### src/pkg/air_params.svh
`ifndef AIR_PARAMS_SVH
`define AIR_PARAMS_SVH

// ==========================================================
// Register offsets
`define AIR_OFS_ROUTE_A 8'h19
`define AIR_OFS_ROUTE_Q 8'h1a
`define AIR_OFS_ROUTE_B 8'h1b
`define AIR_OFS_SRC_SEL 8'h1e
`define AIR_OFS_PIN_CTRL 8'h20
`define AIR_OFS_MODE 8'h21
`define AIR_OFS_LOWG_DUR 8'h22

// ==========================================================
// Reset values
`define AIR_RST_ROUTE 8'h00
`define AIR_RST_SRC_SEL 6'h00
`define AIR_RST_PIN_CTRL 4'h5
`define AIR_RST_MODE 4'h0
`define AIR_RST_LOWG_DUR 8'h09

// ==========================================================
// Field positions
`define AIR_Q_B_NEWSAMPLE 7
`define AIR_Q_B_MARK 6
`define AIR_Q_B_OVERFLOW 5
`define AIR_Q_A_OVERFLOW 2
`define AIR_Q_A_MARK 1
`define AIR_Q_A_NEWSAMPLE 0
`define AIR_CTRL_B_DRIVE 3
`define AIR_CTRL_B_POL 2
`define AIR_CTRL_A_DRIVE 1
`define AIR_CTRL_A_POL 0
`define AIR_MODE_CLEAR_BIT 7

// Event index; 7..0 follow the motion route bit order
`define AIR_EV_LOWG 0
`define AIR_EV_QMARK 9
`define AIR_EV_NEWSAMPLE 8
`define AIR_EV_QFULL 10
`define AIR_NUM_EV 11

// ==========================================================
// Timing
`define AIR_CLK_MHZ 64'd250
`define AIR_HOLD_250MS_US 64'd250000
`define AIR_HOLD_500MS_US 64'd500000
`define AIR_HOLD_1S_US 64'd1000000
`define AIR_HOLD_2S_US 64'd2000000
`define AIR_HOLD_4S_US 64'd4000000
`define AIR_HOLD_8S_US 64'd8000000
`define AIR_HOLD_250US_US 64'd250
`define AIR_HOLD_500US_US 64'd500
`define AIR_HOLD_1MS_US 64'd1000
`define AIR_HOLD_12P5MS_US 64'd12500
`define AIR_HOLD_25MS_US 64'd25000
`define AIR_HOLD_50MS_US 64'd50000
`define AIR_LOWG_STEP_US 64'd2000

`endif

### src/pkg/air_pkg.sv
package air_pkg;

  // Register access request from the serial front end
  typedef struct packed {
    logic wr;
    logic rd;
    logic [7:0] addr;
    logic [7:0] wdata;
  } air_reg_req_t;

  // Read answer
  typedef struct packed {
    logic valid;
    logic [7:0] data;
  } air_reg_rsp_t;

  // Interrupt pin drive: level driven and output enable
  typedef struct packed {
    logic level;
    logic oe;
  } air_pin_t;

  // Output stage behaviour decoded from the mode field
  typedef enum logic [1:0] {
    AIR_PASS,
    AIR_TIMED,
    AIR_LATCH
  } air_hold_kind_t;

endpackage

### src/logic/air_router.sv
`include "air_params.svh"
`timescale 1ns/100ps

module air_router #(
  parameter logic [31:0] HOLD_250MS_CYC = 32'(`AIR_HOLD_250MS_US * `AIR_CLK_MHZ),
  parameter logic [31:0] HOLD_500MS_CYC = 32'(`AIR_HOLD_500MS_US * `AIR_CLK_MHZ),
  parameter logic [31:0] HOLD_1S_CYC = 32'(`AIR_HOLD_1S_US * `AIR_CLK_MHZ),
  parameter logic [31:0] HOLD_2S_CYC = 32'(`AIR_HOLD_2S_US * `AIR_CLK_MHZ),
  parameter logic [31:0] HOLD_4S_CYC = 32'(`AIR_HOLD_4S_US * `AIR_CLK_MHZ),
  parameter logic [31:0] HOLD_8S_CYC = 32'(`AIR_HOLD_8S_US * `AIR_CLK_MHZ),
  parameter logic [31:0] HOLD_250US_CYC = 32'(`AIR_HOLD_250US_US * `AIR_CLK_MHZ),
  parameter logic [31:0] HOLD_500US_CYC = 32'(`AIR_HOLD_500US_US * `AIR_CLK_MHZ),
  parameter logic [31:0] HOLD_1MS_CYC = 32'(`AIR_HOLD_1MS_US * `AIR_CLK_MHZ),
  parameter logic [31:0] HOLD_12P5MS_CYC = 32'(`AIR_HOLD_12P5MS_US * `AIR_CLK_MHZ),
  parameter logic [31:0] HOLD_25MS_CYC = 32'(`AIR_HOLD_25MS_US * `AIR_CLK_MHZ),
  parameter logic [31:0] HOLD_50MS_CYC = 32'(`AIR_HOLD_50MS_US * `AIR_CLK_MHZ),
  parameter logic [31:0] LOWG_STEP_CYC = 32'(`AIR_LOWG_STEP_US * `AIR_CLK_MHZ)
) (
  input wire logic clk_sys_i,
  input wire logic rst_i,
  input wire air_pkg::air_reg_req_t reg_req_i,
  output air_pkg::air_reg_rsp_t reg_rsp_o,
  input wire logic [`AIR_NUM_EV-1:0] event_i,
  input wire logic [`AIR_NUM_EV-1:0] engine_en_i,
  output logic [5:0] src_unfiltered_o,
  output air_pkg::air_pin_t irq_pin_a_o,
  output air_pkg::air_pin_t irq_pin_b_o
);
  import air_pkg::*;

  // ==========================================================
  // Configuration registers

  logic [7:0] route_a;
  logic [7:0] route_b;
  logic [2:0] route_q_a;
  logic [2:0] route_q_b;
  logic [5:0] src_sel;
  logic [3:0] pin_ctrl;
  logic [3:0] mode;
  logic [7:0] lowg_dur;
  logic [7:0] next_route_a;
  logic [7:0] next_route_b;
  logic [2:0] next_route_q_a;
  logic [2:0] next_route_q_b;
  logic [5:0] next_src_sel;
  logic [3:0] next_pin_ctrl;
  logic [3:0] next_mode;
  logic [7:0] next_lowg_dur;
  logic clear_cmd;

  // Reserved bits are simply not stored; they read back as zero
  always_comb
  begin
    next_route_a = route_a;
    next_route_b = route_b;
    next_route_q_a = route_q_a;
    next_route_q_b = route_q_b;
    next_src_sel = src_sel;
    next_pin_ctrl = pin_ctrl;
    next_mode = mode;
    next_lowg_dur = lowg_dur;
    clear_cmd = 1'b0;
    if (reg_req_i.wr)
    begin
      unique case (reg_req_i.addr)
        `AIR_OFS_ROUTE_A: next_route_a = reg_req_i.wdata;
        `AIR_OFS_ROUTE_B: next_route_b = reg_req_i.wdata;
        `AIR_OFS_ROUTE_Q:
        begin
          next_route_q_b = reg_req_i.wdata[`AIR_Q_B_NEWSAMPLE:`AIR_Q_B_OVERFLOW];
          next_route_q_a = reg_req_i.wdata[`AIR_Q_A_OVERFLOW:`AIR_Q_A_NEWSAMPLE];
        end
        `AIR_OFS_SRC_SEL: next_src_sel = reg_req_i.wdata[5:0];
        `AIR_OFS_PIN_CTRL: next_pin_ctrl = reg_req_i.wdata[3:0];
        `AIR_OFS_MODE:
        begin
          next_mode = reg_req_i.wdata[3:0];
          clear_cmd = reg_req_i.wdata[`AIR_MODE_CLEAR_BIT];
        end
        `AIR_OFS_LOWG_DUR: next_lowg_dur = reg_req_i.wdata;
        default:
        begin
          clear_cmd = 1'b0;
        end
      endcase
    end
  end

  always_ff @(posedge clk_sys_i)
  begin
    if (rst_i)
    begin
      route_a <= `AIR_RST_ROUTE;
      route_b <= `AIR_RST_ROUTE;
      route_q_a <= 3'h0;
      route_q_b <= 3'h0;
      src_sel <= `AIR_RST_SRC_SEL;
      pin_ctrl <= `AIR_RST_PIN_CTRL;
      mode <= `AIR_RST_MODE;
      lowg_dur <= `AIR_RST_LOWG_DUR;
    end
    else
    begin
      route_a <= next_route_a;
      route_b <= next_route_b;
      route_q_a <= next_route_q_a;
      route_q_b <= next_route_q_b;
      src_sel <= next_src_sel;
      pin_ctrl <= next_pin_ctrl;
      mode <= next_mode;
      lowg_dur <= next_lowg_dur;
    end
  end

  // Detectors pick their input path straight from the register
  assign src_unfiltered_o = src_sel;

  // ==========================================================
  // Register read-back

  logic [7:0] rd_mux;
  air_reg_rsp_t next_rsp;
  air_reg_rsp_t rsp;

  // Clear bit is write-only and always reads zero
  always_comb
  begin
    unique case (reg_req_i.addr)
      `AIR_OFS_ROUTE_A: rd_mux = route_a;
      `AIR_OFS_ROUTE_B: rd_mux = route_b;
      `AIR_OFS_ROUTE_Q: rd_mux = {route_q_b, 2'h0, route_q_a};
      `AIR_OFS_SRC_SEL: rd_mux = {2'h0, src_sel};
      `AIR_OFS_PIN_CTRL: rd_mux = {4'h0, pin_ctrl};
      `AIR_OFS_MODE: rd_mux = {4'h0, mode};
      `AIR_OFS_LOWG_DUR: rd_mux = lowg_dur;
      default: rd_mux = 8'h00;
    endcase
    next_rsp.valid = reg_req_i.rd;
    next_rsp.data = reg_req_i.rd ? rd_mux : 8'h00;
  end

  always_ff @(posedge clk_sys_i)
  begin
    if (rst_i)
    begin
      rsp <= '0;
    end
    else
    begin
      rsp <= next_rsp;
    end
  end

  assign reg_rsp_o = rsp;

  // ==========================================================
  // Mode decode: shared by all event hold stages

  air_hold_kind_t kind;
  logic [31:0] hold_cycles;

  // Bit 3 only selects the short time table; pass and latch ignore it
  always_comb
  begin
    kind = AIR_TIMED;
    hold_cycles = 32'h0;
    unique case (mode)
      4'h0, 4'h8: kind = AIR_PASS;
      4'h7, 4'hf: kind = AIR_LATCH;
      4'h1: hold_cycles = HOLD_250MS_CYC;
      4'h2: hold_cycles = HOLD_500MS_CYC;
      4'h3: hold_cycles = HOLD_1S_CYC;
      4'h4: hold_cycles = HOLD_2S_CYC;
      4'h5: hold_cycles = HOLD_4S_CYC;
      4'h6: hold_cycles = HOLD_8S_CYC;
      4'h9: hold_cycles = HOLD_250US_CYC;
      4'ha: hold_cycles = HOLD_500US_CYC;
      4'hb: hold_cycles = HOLD_1MS_CYC;
      4'hc: hold_cycles = HOLD_12P5MS_CYC;
      4'hd: hold_cycles = HOLD_25MS_CYC;
      4'he: hold_cycles = HOLD_50MS_CYC;
    endcase
  end

  // ==========================================================
  // Event qualification and hold

  logic lowg_fire;
  logic [`AIR_NUM_EV-1:0] qualified;
  logic [`AIR_NUM_EV-1:0] held;

  // Low-g level is raw condition; the delay turns it into an event
  air_lowg_delay #(
    .STEP_CYC(LOWG_STEP_CYC)
  ) u_lowg (
    .clk_sys_i(clk_sys_i),
    .rst_i(rst_i),
    .cond_i(event_i[`AIR_EV_LOWG] & engine_en_i[`AIR_EV_LOWG]),
    .dur_i(lowg_dur),
    .fire_o(lowg_fire)
  );

  // Disabled engines never reach a hold stage, so cannot latch
  always_comb
  begin
    qualified = event_i & engine_en_i;
    qualified[`AIR_EV_LOWG] = lowg_fire;
  end

  for (genvar i = 0; i < `AIR_NUM_EV; i++)
  begin : g_hold
    air_hold_stage #(
      .CNT_W(32)
    ) u_stage (
      .clk_sys_i(clk_sys_i),
      .rst_i(rst_i),
      .event_i(qualified[i]),
      .kind_i(kind),
      .hold_cycles_i(hold_cycles),
      .clear_i(clear_cmd),
      .held_o(held[i])
    );
  end

  // ==========================================================
  // Pin combine and electrical stage

  logic [`AIR_NUM_EV-1:0] map_a;
  logic [`AIR_NUM_EV-1:0] map_b;
  logic active_a;
  logic active_b;
  air_pin_t next_pin_a;
  air_pin_t next_pin_b;
  air_pin_t pin_a;
  air_pin_t pin_b;

  // Open drain only ever pulls low; high comes from the board pull-up
  function automatic air_pin_t drive_pin(input logic active, input logic pol,
                                         input logic od);
    air_pin_t p;
    logic lvl;
    lvl = pol ? active : ~active;
    p.level = od ? 1'b0 : lvl;
    p.oe = od ? ~lvl : 1'b1;
    return p;
  endfunction

  always_comb
  begin
    map_a = {route_q_a[2], route_q_a[1], route_q_a[0], route_a};
    map_b = {route_q_b[0], route_q_b[1], route_q_b[2], route_b};
    active_a = |(held & map_a);
    active_b = |(held & map_b);
    next_pin_a = drive_pin(active_a, pin_ctrl[`AIR_CTRL_A_POL], pin_ctrl[`AIR_CTRL_A_DRIVE]);
    next_pin_b = drive_pin(active_b, pin_ctrl[`AIR_CTRL_B_POL], pin_ctrl[`AIR_CTRL_B_DRIVE]);
  end

  // Registered so the pins never glitch on the OR tree
  always_ff @(posedge clk_sys_i)
  begin
    if (rst_i)
    begin
      pin_a <= '{level: 1'b0, oe: 1'b1};
      pin_b <= '{level: 1'b0, oe: 1'b1};
    end
    else
    begin
      pin_a <= next_pin_a;
      pin_b <= next_pin_b;
    end
  end

  assign irq_pin_a_o = pin_a;
  assign irq_pin_b_o = pin_b;

endmodule

### src/logic/air_hold_stage.sv
`timescale 1ns/100ps

// ==========================================================
// Per-event hold stage: pass-through, timed hold or latch
module air_hold_stage #(
  parameter int CNT_W = 32
) (
  input wire logic clk_sys_i,
  input wire logic rst_i,
  input wire logic event_i,
  input wire air_pkg::air_hold_kind_t kind_i,
  input wire logic [CNT_W-1:0] hold_cycles_i,
  input wire logic clear_i,
  output logic held_o
);
  import air_pkg::*;

  logic event_q;
  logic flag;
  logic [CNT_W-1:0] cnt;
  logic next_event_q;
  logic next_flag;
  logic [CNT_W-1:0] next_cnt;
  logic rise;

  // Edge starts a hold; a rise in the clear cycle still wins
  // Flag only lives in latch mode, so an edge seen in another mode never latches later
  always_comb
  begin
    rise = event_i & ~event_q;
    next_event_q = event_i;
    next_flag = (kind_i == AIR_LATCH) & (rise | (flag & ~clear_i));
    if (rise)
    begin
      next_cnt = hold_cycles_i;
    end
    else if (clear_i || cnt == '0)
    begin
      next_cnt = '0;
    end
    else
    begin
      next_cnt = cnt - CNT_W'(1);
    end
  end

  always_ff @(posedge clk_sys_i)
  begin
    if (rst_i)
    begin
      event_q <= 1'b0;
      flag <= 1'b0;
      cnt <= '0;
    end
    else
    begin
      event_q <= next_event_q;
      flag <= next_flag;
      cnt <= next_cnt;
    end
  end

  // Timed hold ends on its own even if the source is still high
  always_comb
  begin
    unique case (kind_i)
      AIR_PASS: held_o = event_i;
      AIR_TIMED: held_o = (cnt != '0);
      AIR_LATCH: held_o = flag;
      default: held_o = 1'b0;
    endcase
  end

endmodule

### src/logic/air_lowg_delay.sv
`timescale 1ns/100ps

// ==========================================================
// Low-g qualifier: condition must persist (dur + 1) steps
module air_lowg_delay #(
  parameter logic [31:0] STEP_CYC = 32'd500000
) (
  input wire logic clk_sys_i,
  input wire logic rst_i,
  input wire logic cond_i,
  input wire logic [7:0] dur_i,
  output logic fire_o
);
  logic [31:0] sub;
  logic [8:0] steps;
  logic [31:0] next_sub;
  logic [8:0] next_steps;
  logic done;

  // Steps saturate at dur + 1 so the output stays while cond holds
  always_comb
  begin
    done = (steps > {1'b0, dur_i});
    next_sub = sub;
    next_steps = steps;
    if (!cond_i)
    begin
      next_sub = '0;
      next_steps = '0;
    end
    else if (!done)
    begin
      if (sub == STEP_CYC - 32'd1)
      begin
        next_sub = '0;
        next_steps = steps + 9'd1;
      end
      else
      begin
        next_sub = sub + 32'd1;
      end
    end
  end

  always_ff @(posedge clk_sys_i)
  begin
    if (rst_i)
    begin
      sub <= '0;
      steps <= '0;
    end
    else
    begin
      sub <= next_sub;
      steps <= next_steps;
    end
  end

  assign fire_o = cond_i & done;

endmodule

### config.mk
export PLATFORM = sky130hd
export DESIGN_NAME = air_router
export DESIGN_NICKNAME = d
export VERILOG_FILES = /design/src/pkg/air_pkg.sv /design/src/logic/air_router.sv /design/src/logic/air_hold_stage.sv /design/src/logic/air_lowg_delay.sv
export VERILOG_INCLUDE_DIRS = /design/src /design/src/pkg
export SDC_FILE = /design/constraint.sdc
export NUM_CORES = 1
export LEC_CHECK = 0
export ABC_AREA = 1
export CORE_MARGIN = 8
export CORE_UTILIZATION = 52
export DETAILED_ROUTE_END_ITERATION = 6
export DONT_BUFFER_PORTS = 1
export PLACE_DENSITY = 0.67
export SLEW_MARGIN = 20
export SYNTH_ARGS = -nofsm -noshare
export SYNTH_HDL_FRONTEND = slang
export SYNTH_SLANG_ARGS = --single-unit
export TNS_END_PERCENT = 10
### constraint.sdc
create_clock -name clk_sys_i -period 2.8 [get_ports clk_sys_i]
set_input_delay 0.56 -clock clk_sys_i [delete_from_list [all_inputs] [get_ports clk_sys_i]]
set_output_delay 0.56 -clock clk_sys_i [all_outputs]
set_load 0.1 [all_outputs]
==> metrics.txt <==
outcome completed; Max transition margin 35.4%; final setup margin between 150 and 200 ps; Die Y 233 µm; Post-Synthesis Cells 3441; fmax 0.385 GHz; Die ar. 54500 µm²; CTS Root Cell clkbuf_16; Via Count roughly 24000; Worst setup SP type flop; Slew Limit Fails 0; Worst path slowest cell dfxtp_1; largest net degree at the start of global routing 142; main combinational cell family by area after synthesis simple AND/OR/NAND/NOR gates; vias in the first global route 22600; Yosys reg bits 472; Critical Path Fanout Max 7; ys flop type dfxtp_1; worst hold stages 1; xor/xnor share of the synthesized area 9.27%; I/O pins 61; drt drc 0; worst vdd ir 0.852 mV; antenna diode count 0; Synth top area share 38.5%; synthesized area 24600 µm²; cell repeated most along the worst path nand2_1; crit path kind reg2reg; Routed Wire Length 80500 µm; number of flops mapped to enable cells by yosys 0; commonest non-fill, non-tap cell in the layout nor2_1; Layout Skew 10.1 ps; port buffer count 0; unrepaired setup endpoints after global routing false; clk_lat worst skew 600 ps; Core Area ~47000 µm²; CP max stage delay 410 ps; register clock-pin slew on the reported worst setup and hold paths 60 ps; nets@finish 3571; Finish-stage setup viols 0; Detailed Place HPWL 57400 µm; Worst R2R Path Depth 16; vias per std cell 5.68; Fillers 4398; routability cong. 0.942; setup_tns 0 ps; wire per inst 19.4 µm; post-synth top area cell dfxtp_1; area growth from synthesis to layout 11.8%; row count 79; CP required 3290 ps; crit path time final 2600 ps; fin crit share 92.9%; post-synthesis sequential area ratio 38.5%; CP endpoint kind flop; reg2reg setup slack ~200 ps; top area cells in the synthesized netlist dfxtp_1 38%, nor2_1 9.2%, nand2_1 9.1%; FF+latch area about 9400 µm²; most frequent cells in the layout 603 x nor2_1, 596 x nand2_1, 472 x dfxtp_1; Synth warnings 0; PwrDens 1350 nW/µm²; Least-Margin Pin Slew 967 ps; cts bufs inserted 52; Worst EP arrival just over 3000 ps; Place WS -459 ps; first-pass GRT wire length ~120000 µm; Antenna Nets Post-Route 0; initial antenna violation count 1; mux cell area share after synthesis 0%; CTS Sinks 472; GRT Util Overall 28.9%; TritonRoute pass-1 iters 6; CTS tree yes; worst path cell trace nor2_4 -> inv_2 -> nor2_4 -> nor2_4 -> buf_4 -> buf_4 -> o21ai_1 -> nand2_1 -> nand2_1 -> nand2_1 -> nor2_1 -> nand2_1 -> nor2_1 -> nand2_1 -> nand2_1 -> nor2_1; syn nets 3505; Post-Synth Adder-Cell Area under 10%; GRT overflow 0; Post-Synth Simple-Gate Area 29.8%; max cap viols 0; layout cells sized above 1 9.37%; clock tree buffer depth 3; H-tree levels 2; Die X-Extent 233 µm; synthesized area per cell 7.14 µm²; Yosys cell types 59; Synth Area in Compound Gates between 10% and 20%; Initial Util between 50% and 60%; Iteration-0 DRC Markers 2254; Synth async-reset ratio 0%; Leak Pwr 0.0115 µW; area of the multi-input gates approximately 13000 µm²; final hold vios 0; HP Class in2reg
==> sequential cells by signal (all words and copies together), names as in the netlist <==
| name | flops |
|---|---|
| reg_rsp_o | 9 |
| irq_pin_a_o | 2 |
| lowg_dur | 8 |
| irq_pin_b_o | 2 |
| route_q_b | 3 |
| g_hold.u_stage.cnt | 352 |
| route_b | 8 |
| route_a | 8 |
| mode | 4 |
| u_lowg.sub | 32 |
| g_hold.u_stage.event_q | 11 |
| u_lowg.steps | 9 |
| src_unfiltered_o | 6 |
| route_q_a | 3 |
| g_hold.u_stage.flag | 11 |
| pin_ctrl | 4 |
==> cell usage after synthesis, types with 20 or more instances <==
cell type	number
nor2_4	26
nor3_1	73
inv_1	332
xor2_1	152
nand2_1	596
nor2_2	34
clkbuf_1	53
or2_2	20
o22ai_1	193
dfxtp_1	472
xnor2_1	108
ha_1	22
a21oi_1	190
o32ai_1	20
nand3_1	140
inv_2	22
o21ai_0	123
buf_2	21
nor4_1	28
nor2_1	603
nand4_1	52
==> timing repair <==
item                       in CTS  in global routing
buffers inserted                4                  0
hold buffers                    0                  0
setup endpoints to repair       4                  0
gates resized for setup         1                  0
==> through the flow <==
step | hold slack [ps] | total power (µW) | util [%] | area [µm²] | instances
after floorplan | 393 | 25800 | - | 24600 | 3441
after global placement | 400 | 29200 | 55.2 | 25700 | 4056
after detailed placement | 401 | 29500 | 55.2 | 25700 | 4056
after CTS | 15.2 | 36800 | 59.0 | 27500 | 4150
after global routing | 28.3 | 40000 | 59.0 | 27500 | 4150
final | 64.6 | 37000 | 59.0 | 27500 | 4150
==> where the power goes <==
part | switching (µW) | internal, µW | total [µW]
combinational | 11400 | 7440 | 18800
clock | 2840 | 4280 | 7120
sequential | 2120 | 8930 | 11000
==> per-layer routing <==
layer,GRT usage [%],vias up,routed length [µm],part of all wire (%)
met3,4.27,189,6230,7.7
met5,0,-,0,0
met4,13.9,0,3920,4.9
met1,37.2,11100,34000,42
li1,-,11500,-,-
met2,47.0,834,36300,45
==> final cells by class <==
class                   count  share of cell area (%)
repair buffers             98                    2.81
multi-input cells        2525                    48.7
clock inverters            18                   0.884
clock buffers              72                    5.49
inverters                 358                    4.90
flip-flops and latches    472                    34.4
well taps                 607                    2.76
==> worst paths after layout <==
path / from / end
max reg2reg: mode[1]$_SDFFE_PP0P_ / irq_pin_a_o[1]$_SDFF_PP0_
max: mode[1]$_SDFFE_PP0P_ / irq_pin_a_o[1]$_SDFF_PP0_
min: rst_i / g_hold[10].u_stage.cnt[26]$_SDFF_PP0_
min reg2reg: g_hold[1].u_stage.cnt[0]$_SDFF_PP0_ / g_hold[1].u_stage.cnt[0]$_SDFF_PP0_
==> cells by family (layout without fill, tap and decap cells) <==
| kind of cell | Yosys count | after routing |
|---|---|---|
| adders and majority gates | 22 | 22 |
| buffers and inverters | 444 | 546 |
| and+or+nand+nor | 1642 | 1642 |
| xor gates and xnor gates | 260 | 260 |
| DFF | 472 | 472 |
| AOI/OAI and AO/OA | 601 | 601 |
==> critical path: cells and delay by family, from the launching register on <==
family	cells	cell delay (ps)
and+or+nand+nor	12	1460
DFF	1	410
buffers and inverters	3	470
AOI/OAI and AO/OA	1	150
Power figures use the tool's default switching activity.
